`config.mk`:
```
export PLATFORM = sky130hd
export DESIGN_NAME = cdr_mode_status
export DESIGN_NICKNAME = d
export VERILOG_FILES = /design/src/hw/cdr_pkg.sv /design/src/hw/cdr_mode_status.sv
export SDC_FILE = /design/constraint.sdc
export NUM_CORES = 1
export LEC_CHECK = 0
export ABC_AREA = 1
export BUFFER_PORTS_ARGS = -buffer_cell sky130_fd_sc_hd__buf_2
export CORE_ASPECT_RATIO = 1.1
export CORE_UTILIZATION = 50
export DETAILED_ROUTE_END_ITERATION = 8
export PLACE_DENSITY = 0.7
export SETUP_SLACK_MARGIN = 0.15
export SYNTH_ARGS = -nofsm -noshare
export SYNTH_HDL_FRONTEND = slang
export SYNTH_SLANG_ARGS = --single-unit
export TNS_END_PERCENT = 20
```
`constraint.sdc`:
```
create_clock -name sys_clk -period 2.6 [get_ports sys_clk]
set_input_delay 0.26 -clock sys_clk [delete_from_list [all_inputs] [get_ports sys_clk]]
set_output_delay 0.26 -clock sys_clk [all_outputs]
set_load 0.05 [all_outputs]
```
`src/hw/cdr_pkg.sv`:
```
package cdr_pkg;
   // ------------------------------------------------------------
   // Timing
   // ------------------------------------------------------------
   localparam int CLK_MHZ = 125;
   localparam int REF_LOSS_NS = 2000;
   localparam int REF_LOSS_CYC = (REF_LOSS_NS * CLK_MHZ) / 1000;
   localparam int DATA_LOSS_NS = 4000;
   localparam int DATA_LOSS_CYC = (DATA_LOSS_NS * CLK_MHZ) / 1000;
   localparam logic [11:0] LOSS_CNT_MAX = 12'hFFF;

   // ------------------------------------------------------------
   // Frequency window and error rate
   // ------------------------------------------------------------
   localparam logic [10:0] REF_GATE = 11'h400;
   localparam int TOL_SHIFT = 10;
   localparam logic [10:0] BER_WIN = 11'h400;
   localparam logic [10:0] BER_SET = 11'h033;
   localparam logic [10:0] BER_CLR = 11'h001;

   // ------------------------------------------------------------
   // Divider factors
   // ------------------------------------------------------------
   localparam logic [4:0] RATE_DIV_1 = 5'h01;
   localparam logic [4:0] RATE_DIV_2 = 5'h02;
   localparam logic [4:0] RATE_DIV_4 = 5'h04;
   localparam logic [4:0] RATE_DIV_16 = 5'h10;
   localparam logic [7:0] REF_DIV_64 = 8'h40;
   localparam logic [7:0] REF_DIV_128 = 8'h80;

   typedef enum logic [1:0] {
      FW_OUT = 2'b00,
      FW_IN = 2'b01
   } cdr_fw_t;

   // Selects: bit set means strapped to the negative supply
   function automatic logic [4:0] rate_factor(input logic [2:0] cba);
      unique case (cba)
         3'b000: rate_factor = RATE_DIV_1;
         3'b001: rate_factor = RATE_DIV_2;
         3'b011: rate_factor = RATE_DIV_4;
         3'b111: rate_factor = RATE_DIV_16;
         default: rate_factor = RATE_DIV_1;
      endcase
   endfunction

   function automatic logic [7:0] ref_factor(input logic [1:0] ba);
      ref_factor = (ba == 2'b11) ? REF_DIV_128 : REF_DIV_64;
   endfunction
endpackage

```
`src/hw/cdr_mode_status.sv`:
```
`timescale 1ns/1ps
// Contract
// RULE1: Select low drives the test loop data and clock outputs.
// RULE2: Select high drives normal outputs and turns test outputs off.
// RULE3: Select at negative supply enables both output pairs.
// RULE4: Window flag high while oscillator within 1000 ppm of expected; code uses a window of 1/1024 (about 977 ppm).
// RULE5: Window flag low if reference missing or oscillator outside window.
// RULE6: Window flag never reports data lock; only the alarm does.
// RULE7: Error event when A equals B but transition sample T differs.
// RULE8: Alarm sets near error rate 5e-2, clears near 1e-3.
// RULE9: Alarm also set while no data signal is present.
// RULE10: Alarm depends only on error events, not data or framing.
// RULE11: Reference divider 64 for ground/negative, 128 for both negative.
// RULE12: Ethernet use needs 39.0625 or 19.53125 MHz reference outside.
// RULE13: All rate selects grounded gives division factor 1.
// RULE14: Only first rate select negative gives factor 2.
// RULE15: First and second rate selects negative give factor 4.
// RULE16: All three rate selects negative give factor 16.
// RULE17: Outside window, disable phase detector and steer oscillator back.
// RULE18: No action on A equal B; slow if T equals A, speed if B.
// RULE19: Recovered data bit is the centre sample A.
// RULE20: Errors counted over fixed bit window against two thresholds.
// RULE21: Selects are static; any change restarts frequency acquisition.
module cdr_mode_status (
   input wire logic sys_clk,
   input wire logic rstn,
   input wire logic sample_a,
   input wire logic sample_t,
   input wire logic sample_b,
   input wire logic sample_strobe,
   input wire logic signal_present,
   input wire logic reference_clock_in,
   input wire logic ring_oscillator,
   input wire logic output_path_select_n,
   input wire logic output_path_select_vee,
   input wire logic ref_select_a,
   input wire logic ref_select_b,
   input wire logic rate_select_a,
   input wire logic rate_select_b,
   input wire logic rate_select_c,
   output logic recovered_data_main,
   output logic recovered_clock_main,
   output logic recovered_data_test,
   output logic recovered_clock_test,
   output logic main_out_enable,
   output logic test_out_enable,
   output logic freq_window_flag,
   output logic signal_absent_alarm,
   output logic phase_detect_enable,
   output logic phase_slow,
   output logic phase_fast,
   output logic freq_steer_up,
   output logic freq_steer_down,
   output logic [4:0] rate_div_factor,
   output logic [7:0] ref_div_factor
);
   import cdr_pkg::*;

   // ------------------------------------------------------------
   // Pin synchronisers
   // ------------------------------------------------------------
   logic [14:0] meta;
   logic [14:0] sync;
   logic ref_d;
   logic osc_d;
   logic strobe_d;
   // Every pin passes two flops; the first stage feeds only the second
   always_ff @(posedge sys_clk or negedge rstn) begin
      if (!rstn) begin
         meta <= 15'h0000;
         sync <= 15'h0000;
      end else begin
         meta <= {sample_a, sample_t, sample_b, sample_strobe,
                  signal_present, reference_clock_in, ring_oscillator,
                  output_path_select_n, output_path_select_vee,
                  ref_select_a, ref_select_b, rate_select_a,
                  rate_select_b, rate_select_c, 1'b0};
         sync <= meta;
      end
   end

   logic s_a, s_t, s_b, s_stb, s_sig, s_ref, s_osc, s_sel_n, s_sel_vee;
   logic [1:0] s_refsel;
   logic [2:0] s_rate;
   assign {s_a, s_t, s_b, s_stb, s_sig, s_ref, s_osc, s_sel_n,
           s_sel_vee} = sync[14:6];
   assign s_refsel = {sync[4], sync[5]};
   assign s_rate = {sync[1], sync[2], sync[3]};

   // Edge detectors read only the second stage
   always_ff @(posedge sys_clk or negedge rstn) begin
      if (!rstn) begin
         ref_d <= 1'b0;
         osc_d <= 1'b0;
         strobe_d <= 1'b0;
      end else begin
         ref_d <= s_ref;
         osc_d <= s_osc;
         strobe_d <= s_stb;
      end
   end

   logic ref_edge, osc_edge, bit_edge;
   assign ref_edge = s_ref & ~ref_d;
   assign osc_edge = s_osc & ~osc_d;
   assign bit_edge = s_stb & ~strobe_d;

   // ------------------------------------------------------------
   // Static straps and divider factors
   // ------------------------------------------------------------
   logic [4:0] straps_q;
   logic strap_change;
   assign strap_change = ({s_refsel, s_rate} != straps_q);
   always_ff @(posedge sys_clk or negedge rstn) begin
      if (!rstn) begin
         straps_q <= 5'h00;
         rate_div_factor <= RATE_DIV_1;
         ref_div_factor <= REF_DIV_64;
      end else begin
         straps_q <= {s_refsel, s_rate};
         rate_div_factor <= rate_factor(s_rate); // RULE13 RULE14 RULE15 RULE16
         ref_div_factor <= ref_factor(s_refsel); // RULE11
      end
   end

   // ------------------------------------------------------------
   // Frequency window detector
   // ------------------------------------------------------------
   cdr_fw_t fw_state;
   logic [10:0] gate_cnt;
   logic [18:0] osc_cnt;
   logic [11:0] ref_idle;
   logic [18:0] expect_cnt;
   logic [18:0] tol;
   logic gate_done, in_win, ref_lost;
   // The gate ends on a reference edge, so a dead reference never closes it
   assign expect_cnt = 19'({ref_div_factor, 10'h000});
   assign tol = expect_cnt >> TOL_SHIFT;
   assign gate_done = ref_edge && (gate_cnt == REF_GATE - 11'h001);
   assign in_win = (osc_cnt + 19'(osc_edge) >= expect_cnt - tol) &&
                   (osc_cnt + 19'(osc_edge) <= expect_cnt + tol);
   assign ref_lost = (ref_idle >= 12'(REF_LOSS_CYC));

   // Watchdog on the reference clock
   always_ff @(posedge sys_clk or negedge rstn) begin
      if (!rstn) begin
         ref_idle <= 12'h000;
      end else if (ref_edge) begin
         ref_idle <= 12'h000;
      end else if (ref_idle != LOSS_CNT_MAX) begin
         ref_idle <= ref_idle + 12'h001;
      end
   end

   // Gate counters; a strap change throws the measurement away
   always_ff @(posedge sys_clk or negedge rstn) begin
      if (!rstn) begin
         gate_cnt <= 11'h000;
         osc_cnt <= 19'h00000;
      end else if (strap_change || gate_done || ref_lost) begin // RULE21
         gate_cnt <= 11'h000;
         osc_cnt <= 19'h00000;
      end else begin
         gate_cnt <= gate_cnt + 11'(ref_edge);
         osc_cnt <= osc_cnt + 19'(osc_edge);
      end
   end

   // Window state, flag and steering
   always_ff @(posedge sys_clk or negedge rstn) begin
      if (!rstn) begin
         fw_state <= FW_OUT;
         freq_window_flag <= 1'b0;
         freq_steer_up <= 1'b0;
         freq_steer_down <= 1'b0;
      end else if (strap_change || ref_lost) begin // RULE5 RULE21
         fw_state <= FW_OUT;
         freq_window_flag <= 1'b0;
         freq_steer_up <= 1'b0;
         freq_steer_down <= 1'b0;
      end else if (gate_done) begin
         fw_state <= in_win ? FW_IN : FW_OUT; // RULE4 RULE5
         freq_window_flag <= in_win; // RULE6
         freq_steer_up <= !in_win && (osc_cnt < expect_cnt); // RULE17
         freq_steer_down <= !in_win && (osc_cnt >= expect_cnt);
      end
   end

   // ------------------------------------------------------------
   // Phase detector and data path
   // ------------------------------------------------------------
   // Steps only while inside the window; the frequency steering owns the rest
   always_ff @(posedge sys_clk or negedge rstn) begin
      if (!rstn) begin
         phase_detect_enable <= 1'b0;
         phase_slow <= 1'b0;
         phase_fast <= 1'b0;
      end else begin
         phase_detect_enable <= (fw_state == FW_IN); // RULE17
         phase_slow <= bit_edge && fw_state == FW_IN &&
                       s_a != s_b && s_t == s_a; // RULE18
         phase_fast <= bit_edge && fw_state == FW_IN &&
                       s_a != s_b && s_t == s_b; // RULE18
      end
   end

   // Output mux; the supply-level select overrides the TTL level
   logic en_main, en_test;
   assign en_main = s_sel_vee | s_sel_n; // RULE2 RULE3
   assign en_test = s_sel_vee | ~s_sel_n; // RULE1 RULE3
   always_ff @(posedge sys_clk or negedge rstn) begin
      if (!rstn) begin
         main_out_enable <= 1'b0;
         test_out_enable <= 1'b0;
         recovered_data_main <= 1'b0;
         recovered_clock_main <= 1'b0;
         recovered_data_test <= 1'b0;
         recovered_clock_test <= 1'b0;
      end else begin
         main_out_enable <= en_main;
         test_out_enable <= en_test;
         // Disabled clocks are parked low at once and disabled data at the next strobe edge, to save switching power
         if (bit_edge) begin
            recovered_data_main <= en_main & s_a; // RULE19
            recovered_data_test <= en_test & s_a; // RULE19
         end
         recovered_clock_main <= en_main & s_stb;
         recovered_clock_test <= en_test & s_stb;
      end
   end

   // ------------------------------------------------------------
   // Error-rate based signal loss
   // ------------------------------------------------------------
   logic [10:0] bit_cnt;
   logic [10:0] err_cnt;
   logic [11:0] data_idle;
   logic err_event, win_done, no_data;
   assign err_event = bit_edge && s_a == s_b && s_t != s_a; // RULE7 RULE10
   assign win_done = bit_edge && (bit_cnt == BER_WIN - 11'h001); // RULE20
   assign no_data = !s_sig || (data_idle >= 12'(DATA_LOSS_CYC));

   // Fixed window of bit periods; bit and error counts clear together at its end
   always_ff @(posedge sys_clk or negedge rstn) begin
      if (!rstn) begin
         bit_cnt <= 11'h000;
         err_cnt <= 11'h000;
      end else if (win_done) begin
         bit_cnt <= 11'h000;
         err_cnt <= 11'h000;
      end else begin
         bit_cnt <= bit_cnt + 11'(bit_edge);
         err_cnt <= err_cnt + 11'(err_event); // RULE20
      end
   end

   // Strobe watchdog catches a silent line even if the present pin lies
   always_ff @(posedge sys_clk or negedge rstn) begin
      if (!rstn) begin
         data_idle <= 12'h000;
      end else if (bit_edge) begin
         data_idle <= 12'h000;
      end else if (data_idle != LOSS_CNT_MAX) begin
         data_idle <= data_idle + 12'h001;
      end
   end

   // Alarm starts raised until a window with at most BER_CLR errors proves the data
   always_ff @(posedge sys_clk or negedge rstn) begin
      if (!rstn) begin
         signal_absent_alarm <= 1'b1;
      end else if (no_data) begin
         signal_absent_alarm <= 1'b1; // RULE9
      end else if (win_done) begin
         if (err_cnt + 11'(err_event) >= BER_SET) begin
            signal_absent_alarm <= 1'b1; // RULE8
         end else if (err_cnt + 11'(err_event) <= BER_CLR) begin
            signal_absent_alarm <= 1'b0; // RULE8
         end
      end
   end
endmodule

```
Word-level counts from Yosys, hierarchy flattened
Index checks and enable logic that the tools add are counted.
{"block": "op_classes", "mux": 23, "bitwise_logic": 13, "order_cmp": 8, "addsub": 8, "eq_ne": 15, "n_reduce_logical": 23}
{"operator": "$mux 12", "n": 4}
{"operator": "$add 11x1->11", "n": 3}
{"operator": "$mux 11", "n": 3}
{"operator": "$add 12x1->12 const B", "n": 2}
{"operator": "$ne 12x12->1 const B", "n": 2}
{"operator": "$eq 11x10->1 const B", "n": 2}
{"operator": "$add 18x8->19", "n": 1}
{"operator": "$add 19x1->19", "n": 1}
{"operator": "$ge 19x18->1", "n": 1}
{"operator": "$ge 19x19->1", "n": 1}
{"operator": "$le 19x19->1", "n": 1}
{"operator": "$lt 19x18->1", "n": 1}
{"operator": "$mux 19", "n": 1}
{"operator": "$sub 18x8->19", "n": 1}
{"operator": "$pmux 5 s3", "n": 1}
{"operator": "$ge 12x8->1 const B", "n": 1}
{"operator": "$ge 12x9->1 const B", "n": 1}
{"operator": "$ge 11x6->1 const B", "n": 1}
{"operator": "$le 11x1->1 const B", "n": 1}
{"operator": "$logic_and 1x1->1", "n": 11}
{"operator": "$mux 1", "n": 11}
{"operator": "$mux 8", "n": 1}
{"operator": "$reduce_bool 2->1", "n": 4}
{"operator": "$and 1x1->1", "n": 7}
{"operator": "other kinds (15)", "n": 27}
{"block": "word_totals", "input_bits": 16, "regBits": 140, "output_inout_bits": 26}

Depth between registers and ports, before layout
Gate-level depths: netlist of run 1.
{"block": "logic_depth", "ltp_word": 10, "depth_mapped": 20, "ltp_nobuf": 20}

Least setup slack after synthesis of run 1
Ideal clock, no wire load.
{"block": "synth_timing", "kind": "register to register", "startpoint": "reg osc_d", "endpoint": "reg freq_steer_up", "required_time_ns": 2.482, "arrival_ns": 2.538, "setup_slack_ns": -0.056, "setup_ns": 0.118, "stages_incl_launch_ff": 20, "cell_sequence": "dfrtp_1 -> nor2_1 -> ha_1 -> ha_1 -> nand2_1 -> nor2_2 -> nand2_1 -> nor2_1 -> xor2_1 -> inv_1 -> ha_1 -> inv_1 -> nor2_1 -> nand2_1 -> nor4_1 -> nand2_1 -> nand3_1 -> nand2_1 -> nand2_1 -> nand2_1"}
{"block": "synth_between", "elab_chain_cells": 9}
{"element": "from (decl)", "line": "cdr_mode_status.sv:65", "text": "logic osc_d;"}
{"element": "from (signal assigned)", "line": "cdr_mode_status.sv:98", "text": "osc_d <= s_osc;"}
{"element": "$not 1->1 (*)", "line": "cdr_mode_status.sv:105", "text": "assign osc_edge = s_osc & ~osc_d;"}
{"element": "$and 1x1->1 (*)", "line": "cdr_mode_status.sv:105"}
{"element": "$add 19x1->19 (*)", "line": "cdr_mode_status.sv:140, cdr_mode_status.sv:141"}
{"element": "$ge 19x19->1 / $le 19x19->1 (equally long branches)", "line": "cdr_mode_status.sv:140, cdr_mode_status.sv:141"}
{"element": "$logic_and 1x1->1 (*)", "line": "cdr_mode_status.sv:140", "text": "assign in_win = (osc_cnt + 19'(osc_edge) >= expect_cnt - tol) &&"}
{"element": "$logic_not 1->1 (*)", "line": "cdr_mode_status.sv:184", "text": "freq_steer_up <= !in_win && (osc_cnt < expect_cnt);"}
{"element": "$logic_and 1x1->1 (*)", "line": "cdr_mode_status.sv:184"}
{"element": "$mux 1 (*)", "line": "cdr_mode_status.sv:181", "text": "end else if (gate_done) begin"}
{"element": "$mux 1 (*)", "line": "cdr_mode_status.sv:176", "text": "end else if (strap_change || ref_lost) begin"}
{"element": "to (signal assigned)", "line": "cdr_mode_status.sv:184"}
{"element": "to (decl)", "line": "cdr_mode_status.sv:52", "text": "output logic freq_steer_up,"}
Every way passes the cells marked *; elsewhere a longest branch is shown, timed or not. The select of a mux whose other input is x is not followed.
A chain may end at the register's enable or synchronous reset.

Worst setup path after layout of run 1
{"block": "layout_timing", "startpoint": "reg sync[8]", "endpoint": "reg freq_steer_up"}
{"block": "layout_between", "elab_chain_cells": 8}
{"element": "from (decl)", "line": "cdr_mode_status.sv:63", "text": "logic [14:0] sync;"}
{"element": "from (signal assigned)", "line": "cdr_mode_status.sv:78", "text": "sync <= meta;"}
{"element": "$and 1x1->1 (*)", "line": "cdr_mode_status.sv:105"}
{"element": "$add 19x1->19 (*)", "line": "cdr_mode_status.sv:140, cdr_mode_status.sv:141"}
{"element": "$ge 19x19->1 / $le 19x19->1 (equally long branches)", "line": "cdr_mode_status.sv:140, cdr_mode_status.sv:141"}
{"element": "$logic_and 1x1->1 (*)", "line": "cdr_mode_status.sv:140"}
{"element": "$logic_not 1->1 (*)", "line": "cdr_mode_status.sv:184"}
{"element": "$logic_and 1x1->1 (*)", "line": "cdr_mode_status.sv:184"}
{"element": "$mux 1 (*)", "line": "cdr_mode_status.sv:181"}
{"element": "$mux 1 (*)", "line": "cdr_mode_status.sv:176"}
Marked as above.

==> results of run 1 <==
==> power breakdown <==
part	switching, mW	internal [mW]
Combinational	0.320	0.192
Sequential	0.133	2.20
Clock	0.886	1.33
Total	1.34	3.72
==> placed cells by master (no fill, tap or decap), drive strengths merged <==
cell type and n:
inv 107, dfrtp 128, conb 8, a21oi 29, or2 2, nor3b 3, o211a 2, nor2 117
buf 79, a31oi 1, xor2 20, bufinv 1, o21ai 28, dlygate4sd3 15, ha 33, o21a 1
clkinv 7, a211oi 1, o21ba 1, nand4 20, o22ai 1, nand3b 2, o31ai 2, nor4 9
nand3 44, nor3 17, xnor2 12, clkinvlp 6, o21bai 1, nand2 132, dfstp 3, clkbuf 19
==> final timing paths <==
check | from | endpoint | cells after the start
worst max-delay path | sync[8] | freq_steer_up | 20
worst min-delay path | meta[12] | sync[12] | 0
worst max register to register | sync[8] | freq_steer_up | 20
worst min register to register | meta[12] | sync[12] | 0
max in group asynchronous | rstn | signal_absent_alarm | 3
min in group asynchronous | rstn | gate_cnt[10] | 2
==> per-layer routing <==
layer | up-vias | wire length (µm) | track usage, %
met4 | 0 | 207 | 8.25
met5 | - | 0 | 0
met3 | 16 | 613 | 5.28
li1 | 2534 | - | -
met1 | 2514 | 6060 | 28.9
met2 | 140 | 7030 | 37.1
==> state kept, by name, indices dropped and copies added (netlist names), 2 cells and up <==
name	flops
err_cnt	11
straps_q	5
rate_div_factor	4
osc_cnt	19
ref_idle	12
ref_div_factor	2
meta	14
gate_cnt	11
data_idle	12
sync	14
bit_cnt	11
==> area by class of cell <==
class                           count  area (µm²)
Clock buffer                       19         443
Clock inverter                     13         113
Fill cell                         926        4290
Inverter                          108         405
Multi-Input combinational cell    486        2840
Sequential cell                   131        3280
Tap cell                          154         193
Timing Repair Buffer               94         677
==> repair_timing <==
item,CTS,global route
setup endpoints to repair,4,6
endpoints found under the hold margin,61,0
gates resized for setup,11,22
buffers inserted,12,4
pin swaps,15,18
hold buffers,15,0
==> logic make-up (layout without fill, tap and decap cells) <==
| logic type | Yosys count | in the layout | synth area share [%] |
|---|---|---|---|
| DFF | 131 | 131 | 51.4 |
| AOI/OAI and AO/OA | 67 | 67 | 5.78 |
| and+or+nand+nor | 346 | 346 | 24.2 |
| other | 2 | 8 | 0.118 |
| adders and majority gates | 33 | 33 | 6.47 |
| buffers and inverters | 121 | 234 | 7.65 |
| xor gates and xnor gates | 32 | 32 | 4.39 |
==> metrics, run 1 <==
outcome complete, but fails checks; failing checks setup timing; Worst Clk Skew approximately 8.5 ps; Peak VDD IR 0.580 mV; dpl cells 942; Post-Layout Cell Count roughly 1,000; port buffer count 34; detailed placer's ending HPWL 9420 µm; dominant synthesized flop cell dfrtp_1; fin worst setup slack -189 ps; Worst Setup Start Kind register; worst path cell trace inv_1, nor2_2, ha_2, ha_4, nand2_4, nor2_4, buf_6, nand4_1, nand2_1, inv_2, ha_4, nand2_2, nor3_2, nand4_1, nor4_2, nand2_1, nand3_2, nand2_2, nand2_1, nand2_1; initial core utilization 52.1%; crit path DAT 3100 ps; Nets between 800 and 900; # rows 42; Seq/Total Area, Yosys roughly half; chip height ~120 µm; family with the most delay on the worst path simple AND/OR/NAND/NOR gates; 1st-iter DRT viols 366; LEAKAGE 3.97 nW; CTS tree yes; CP required 2910 ps; DIE WIDTH 110 µm; Crit-path slowest cell dfrtp_1; Post-Place Setup Slack -133 ps; Worst Path Buf+Inv 3; layout cell share with drive strength beyond 1 20.2%; Inserted Diodes 0; drt drc 0; vias in the first global route 5,015; Synth Register Bits 131; Peak Freq roughly 360 MHz; clock buffer depth 2; Netlist cell types 38; commonest cells in the netlist dfrtp_1 (128), nand2_1 (125), nor2_1 (106), inv_1 (104), nand3_1 (43); utilization of the core after routing 65.0%; worst-path fanout max 3; 1st-pass router iterations 7; CTS H-tree depth 4; first-pass GRT wire length 22,800 µm; kind of critical path reg -> reg; worst skew pair latency 420 ps; total gr overflow 0; CTS Sinks ~130; initial antenna violation count 0; Yosys warnings 0; setup_tns -477 ps; synthesis-to-finish area growth 24.6%; hold crit path type reg -> reg; Avg Inst Size Synth 8.72 µm²; Largest stage delay, worst path 330 ps; Root Buffer Master clkbuf_16; pwr dens 636 nW/µm²; RSZ-0062 raised after global routing yes; final slew viol count 0; asr flop ratio synth 100%; die area ~13,000 µm²; Total Routing Usage GR 22.6%; routability cong. roughly 0.85; ANT nets after route 0; nature of the critical path endpoint register; clock buffer count from CTS 17; Worst path most repeated cell nand2_1; post-synth top area share between 50% and 60%; total power 5.06 mW; DP Area 6960 µm²; Hold Fails Final Rpt 0; clk slew on worst S/H paths 60 ps; Rel. slew slack 54.5%; routed length per placed instance 13.8 µm; Final setup viols 3; fin crit period 2790 ps; drt total wl 13,900 µm; design area 7950 µm²; Synth Cell Area 6380 µm²; I/O pin count 42; pin count of the biggest net entering global routing 52; core footprint around 12,000 µm²; Mapped Cells 732; synth top area cells dfrtp_1 (50%), nand2_1 (7.4%), ha_1 (6.5%); leading area contributor after synthesis dfrtp_1; Post-synth EDFFs 0; period utilization 107%; vias post-DR 5,204; worst slew pin tran 682 ps; Max-Cap Viols 0; Via-to-Cell Ratio just over 5; top-count cell post-synth dfrtp_1; hold slack approximately 350 ps; Reg2Reg Setup Slack -190 ps
Note: power is estimated with default switching activity, not from simulation.
==> inputs of run 2 (changes only) <==
Settings changed: PLACE_DENSITY 0.7 to 0.68.
Clock period 2.6 ns to 3 ns, I/O delays scaled along.
==> run 2 against run 1 <==
The flow finishes with violations (hold timing). Die area is the same. Largest cell class unchanged. First-iteration DRC count shrank 17%. Non-clock buffer count shrank 34. Final area shrank 4.0%. Power shrank 13%. Clock power shrank 13%. Clock skew grew 0.82 ps. Global-route usage shrank 1.8 points. Register-to-register slack gained 360 ps. Flip-flop and latch count is the same. Setup slack gained 360 ps. Worst hold slack lost 370 ps.
==> metrics, run 2 (synthesis results as in run 1) <==
utilization of the core after routing 62.3% (-2.6 points); FF-to-FF Start sync[8]; crit path DAT 3140 ps (+40 ps); Worst Path Buf+Inv 4 (+1); CTS H-tree depth 4 (unchanged); layout cell share with drive strength beyond 1 15.8% (-4.4 points); chip height 120 µm (unchanged); fin crit period 2830 ps (+41.9 ps); pwr dens 575 nW/µm² (-9.6%); drt drc 0 (unchanged); period utilization 94.4% (-13 points); vias in the first global route 4,839 (-3.5%); initial core utilization 52.1% (unchanged); first-pass GRT wire length 21,100 µm (-7.3%); final slew viol count 0 (unchanged); dpl cells 917 (-2.7%); commonest non-fill, non-tap cell in the layout dfrtp_1; Peak Freq 353 MHz (-1.5%); hold slack -27.0 ps (-373 ps); clock buffer count from CTS 17 (unchanged); total gr overflow 0 (unchanged); routability cong. 0.859 (+1.6%); Total Routing Usage GR 20.8% (-1.8 points); Inserted Diodes 0 (unchanged); register area 3280 µm² (unchanged); crit path launch sync[8]; Worst R2R End freq_steer_up; largest register by flop count osc_cnt; area of the multi-input gates 2780 µm² (-2.2%); Max-Cap Viols 0 (unchanged); Root Buffer Master clkbuf_16; Rel. slew slack 45.3% (-9.2 points); ANT nets after route 0 (unchanged); Final setup viols 0 (-3); Largest register FFs 19 (unchanged); 1st-pass router iterations 5 (-2); Comb power frac 9.9% (-0.2 points); Largest stage delay, worst path 360 ps (+30 ps); initial antenna violation count 0 (unchanged); RSZ-0062 raised after global routing yes; kind of critical path reg -> reg; nature of the critical path endpoint register; DIE WIDTH 110 µm (unchanged); worst skew pair latency 420 ps (about the same); worst slew pin tran 820 ps (+138 ps); Crit-path slowest cell dfrtp_1; I/O pin count 42 (unchanged); detailed placer's ending HPWL 8770 µm (-6.9%); most frequent cells in the layout dfrtp_1 (128), nand2_1 (118), nor2_1 (103); family with the most delay on the worst path simple AND/OR/NAND/NOR gates; clk slew on worst S/H paths 60 ps (about the same); vias post-DR 4,989 (-4.1%); core footprint 12,200 µm² (unchanged); Post-Place Setup Slack 41.7 ps (+174 ps); Peak VDD IR 0.530 mV (-8.7%); Reg2Reg Setup Slack 170 ps (+360 ps); Worst path most repeated cell nand2_1; worst path cell trace inv_2, nor2_2, ha_2, ha_4, nand2_4, nor2_4, buf_4, nand2_2, nor2_2, xor2_1, inv_1, ha_4, inv_1, nor2_1, nand2_1, nor4_2, nand2_1, nand3_2, nand2_2, nand2_1, nand2_1; Reg2Reg Depth 21 (+5.0%); Hold Fails Final Rpt 27 (+27); routed length per placed instance 13.0 µm (-5.9%); total power 4.39 mW (-13%); clock power share 44.2% (+0.4 points); Largest regs osc_cnt (19), meta (14), sync (14); 1st-iter DRT viols 304 (-17%); Internal 3.21 mW (-14%); fin worst setup slack 169 ps (+358 ps); Nets 853 (-3.8%); outcome complete, but fails checks; pin count of the biggest net entering global routing 65 (+25%); die area 13,200 µm² (unchanged); CTS Sinks 131 (unchanged); LEAKAGE 3.79 nW (-4.6%); hold crit path type in -> async; CP required 3310 ps (+400 ps); Worst Setup Start Kind register; failing checks hold timing; Net Switching 1.18 mW (-12%); Switching Share 26.8% (+0.37 points); worst-path fanout max 4 (+1); # rows 42 (unchanged); port buffer count 34 (unchanged); Via-to-Cell Ratio 5.14 (-0.77%); Worst Clk Skew 9.34 ps (+0.823 ps); drt total wl 12,600 µm (-9.1%); CTS tree yes; clock buffer depth 2 (unchanged); Seq pwr share 45.9% (about the same); synthesis-to-finish area growth 19.6%; Post-Layout Cell Count 971 (-3.4%); Filler Cell Count 1,013 (+9.4%)
-- run 2: worst max path at each step --
stage	depth (start not counted)	to	slack (ps)
after floorplan	19	freq_steer_up	340
after global placement	19	freq_steer_up	90
after detailed placement	20	freq_steer_up	40
after CTS	20	freq_steer_up	160
after global routing	21	freq_steer_up	-80
final	21	freq_steer_up	170
-- run 2: power by group through the flow --
stage	clock [mW]	sequential [mW]	combinational, mW
2_1_floorplan	0	2.05	0.269
3_3_place_gp	0	2.04	0.398
3_5_place_dp	0	2.04	0.415
4_1_cts	1.97	2.01	0.437
5_1_grt	2.05	2.03	0.499
6_report	1.94	2.01	0.434
-- run 2: layout make-up --
class,count,share of cell area (%)
Clock inverter,14,1.69
Multi-Input combinational cell,486,36.4
Timing Repair Buffer,60,5.44
Tap cell,154,2.52
Clock buffer,18,5.62
Inverter,108,5.31
Sequential cell,131,43.0
-- run 2: repair_timing --
item,4_1_cts,5_1_grt
buffers inserted,1,7
setup endpoints to repair,3,4
pin swaps,3,20
hold buffers,14,0
gates resized for setup,4,26
hold endpoints to repair,14,0
cloned,0,0
-- run 2: metrics by stage --
step                      hold slack (ps)  TNS, ps  instance area, µm²
after floorplan                      4.41        0                6400
after global placement                332        0                6730
after detailed placement              335        0                6730
after CTS                            10.7        0                7450
after global routing                 48.0     -153                7630
final                               -27.0        0                7630
-- run 2: metal layers --
| layer | global-route usage [%] | up-vias | part of all wire [%] | wire [µm] |
|---|---|---|---|---|
| met5 | 0 | - | 0 | 0 |
| met4 | 6.58 | 0 | 1.5 | 189 |
| met3 | 6.42 | 20 | 4.9 | 621 |
| met2 | 32.6 | 120 | 48 | 6050 |
| met1 | 27.4 | 2374 | 46 | 5780 |
| li1 | - | 2475 | - | - |
==> inputs of run 3 (changes only) <==
Settings changed: PLACE_DENSITY 0.68 to 0.7.
Clock period 3 ns to 2.5 ns, I/O delays scaled along.
==> run 3 against run 2 <==
Flip-flop and latch count unchanged. Sequential power increased by 20%. The flow finishes with violations (setup timing). Clock power grew 39%. Routed wire length rose by 12%.
==> metrics, run 3 (synthesis results as in run 1) <==
outcome complete, but fails checks; failing checks setup timing; die area 13,200 µm² (unchanged); commonest non-fill, non-tap cell in the layout dfrtp_1; Nets 899 (+5.4%); drt drc 0 (unchanged); Final setup viols 3 (+3); ANT nets after route 0 (unchanged); worst slew pin tran 731 ps (-88.7 ps); Largest regs osc_cnt (19), meta (14), sync (14); Peak VDD IR 0.656 mV (+24%); chip height 120 µm (unchanged); routed length per placed instance 14.0 µm (+7.5%); clk slew on worst S/H paths 60 ps (about the same); Post-Place Setup Slack -273 ps (-315 ps); worst skew pair latency 420 ps (about the same); synthesis-to-finish area growth 27.2%; CTS H-tree depth 4 (unchanged); Filler Cell Count 974 (-3.8%); drt total wl 14,200 µm (+12%); CTS Sinks 131 (unchanged); initial core utilization 52.1% (unchanged); hold slack 349 ps (+376 ps); pin count of the biggest net entering global routing 58 (-11%); worst-path fanout max 3 (-1); pwr dens 699 nW/µm² (+22%); # rows 42 (unchanged); Total Routing Usage GR 24.1% (+3.4 points); routability cong. 0.919 (+6.9%); clock buffer depth 2 (unchanged); Peak Freq 366 MHz (+3.7%); Worst Setup Start Kind register; area of the multi-input gates 2820 µm² (+1.5%); vias post-DR 5,249 (+5.2%); Rel. slew slack 51.2% (+5.9 points); most frequent cells in the layout dfrtp_1 (128), nand2_1 (117), nor2_1 (104); Post-Layout Cell Count 1,016 (+4.6%); largest register by flop count osc_cnt; initial antenna violation count 0 (unchanged); DIE WIDTH 110 µm (unchanged); CTS tree yes; first-pass GRT wire length 24,400 µm (+15%); I/O pin count 42 (unchanged); kind of critical path reg -> reg; 1st-pass router iterations 5 (unchanged); Worst Clk Skew 7.36 ps (-1.98 ps); nature of the critical path endpoint register; LEAKAGE 4.09 nW (+7.9%); crit path DAT 3040 ps (-100 ps); vias in the first global route 5,243 (+8.3%); Root Buffer Master clkbuf_16; RSZ-0062 raised after global routing yes; register area 3280 µm² (unchanged); fin worst setup slack -230 ps (-400 ps); 1st-iter DRT viols 292 (-3.9%); port buffer count 34 (unchanged); setup_tns -661 ps (-661 ps); total gr overflow 0 (unchanged); final slew viol count 0 (unchanged); detailed placer's ending HPWL 10,000 µm (+15%); Inserted Diodes 0 (unchanged); period utilization 109% (+15 points); layout cell share with drive strength beyond 1 20.8% (+5.0 points); Largest register FFs 19 (unchanged); hold crit path type reg -> reg; CP required 2810 ps (-500 ps); clock buffer count from CTS 17 (unchanged); core footprint 12,200 µm² (unchanged); Via-to-Cell Ratio 5.17 (+0.55%); Hold Fails Final Rpt 0 (-100%); dpl cells 958 (+4.5%); Max-Cap Viols 0 (unchanged); fin crit period 2730 ps (-100 ps)
-- run 3: changes by cell type in the layout (fill, tap and decap cells not counted), moves of 2 or more --
cell,change
clkinvlp_4,-6
clkbuf_8,+4
xor2_2,+2
ha_1,-2
bufinv_16,+3
nand3_2,+3
buf_4,+45
nand2_4,+2
xor2_1,-2
nand3_1,-2
-- run 3: worst paths after layout --
path	startpoint	end	slack, ps	cells after the start
min in group asynchronous	rstn	osc_cnt[9]	400	2
worst min register to register	meta[9]	sync[9]	350	0
worst max-delay path	sync[8]	freq_steer_down	-230	20
worst min-delay path	meta[9]	sync[9]	350	0
worst max register to register	sync[8]	freq_steer_down	-230	20
max in group asynchronous	rstn	ref_idle[8]	1290	3
-- run 3: power breakdown --
group          leakage [nW]  total, mW  switching [mW]  internal [mW]
sequential             1.70       2.42           0.139           2.28
clock                 0.321       2.70           0.920           1.78
combinational          2.07      0.549           0.345          0.204
-- run 3: worst max-delay path, cell delays in order, from the launching register on --
cell and delay [ps]:
dfrtp_1 340, inv_1 40, nor2_1 90, ha_2 240
ha_4 180, nand2_4 60, nor2_4 130, nand2_2 80
buf_4 140, buf_4 120, buf_4 130, nand2_4 60
nand2_4 60, ha_4 260, nand4_1 80, nor4_2 270
nand2_1 100, nand3_2 100, nand2_2 60, nand2_1 50
nand2_1 50
-- run 3: cell type report --
class,instances,share of cell area (%)
clock buffers,21,5.92
repair buffers,106,9.41
multi-input cells,486,34.8
well taps,154,2.37
clock inverters,10,2.08
inverters,108,5.00
flip-flops and latches,131,40.4
-- run 3: routing by layer --
layer | wire [µm] | share of wire [%] | up-vias | global-route usage, %
met5 | 0 | 0 | - | 0
met4 | 363 | 2.6 | 0 | 9.92
li1 | - | - | 2567 | -
met3 | 519 | 3.7 | 28 | 5.01
met1 | 6190 | 44 | 2546 | 30.8
met2 | 7140 | 50 | 108 | 39.7
-- run 3: per-stage QoR --
step | total power [mW] | utilization, % | instance area, µm²
finish | 5.67 | 66.3 | 8110
global route | 5.93 | 66.3 | 8110
CTS | 5.71 | 65.5 | 8030
detailed placement | 2.97 | 57.8 | 7080
global placement | 2.93 | 57.8 | 7080
floorplan | 2.79 | - | 6440
-- run 3: timing repair --
| action | 4_1_cts | 5_1_grt |
|---|---|---|
| endpoints found under the hold margin | 67 | 0 |
| endpoints found under the setup margin | 5 | 6 |
| cloned | 0 | 0 |
| pin swaps | 12 | 8 |
| buffers inserted | 9 | 3 |
| gates resized for setup | 14 | 14 |
| hold buffers | 15 | 0 |
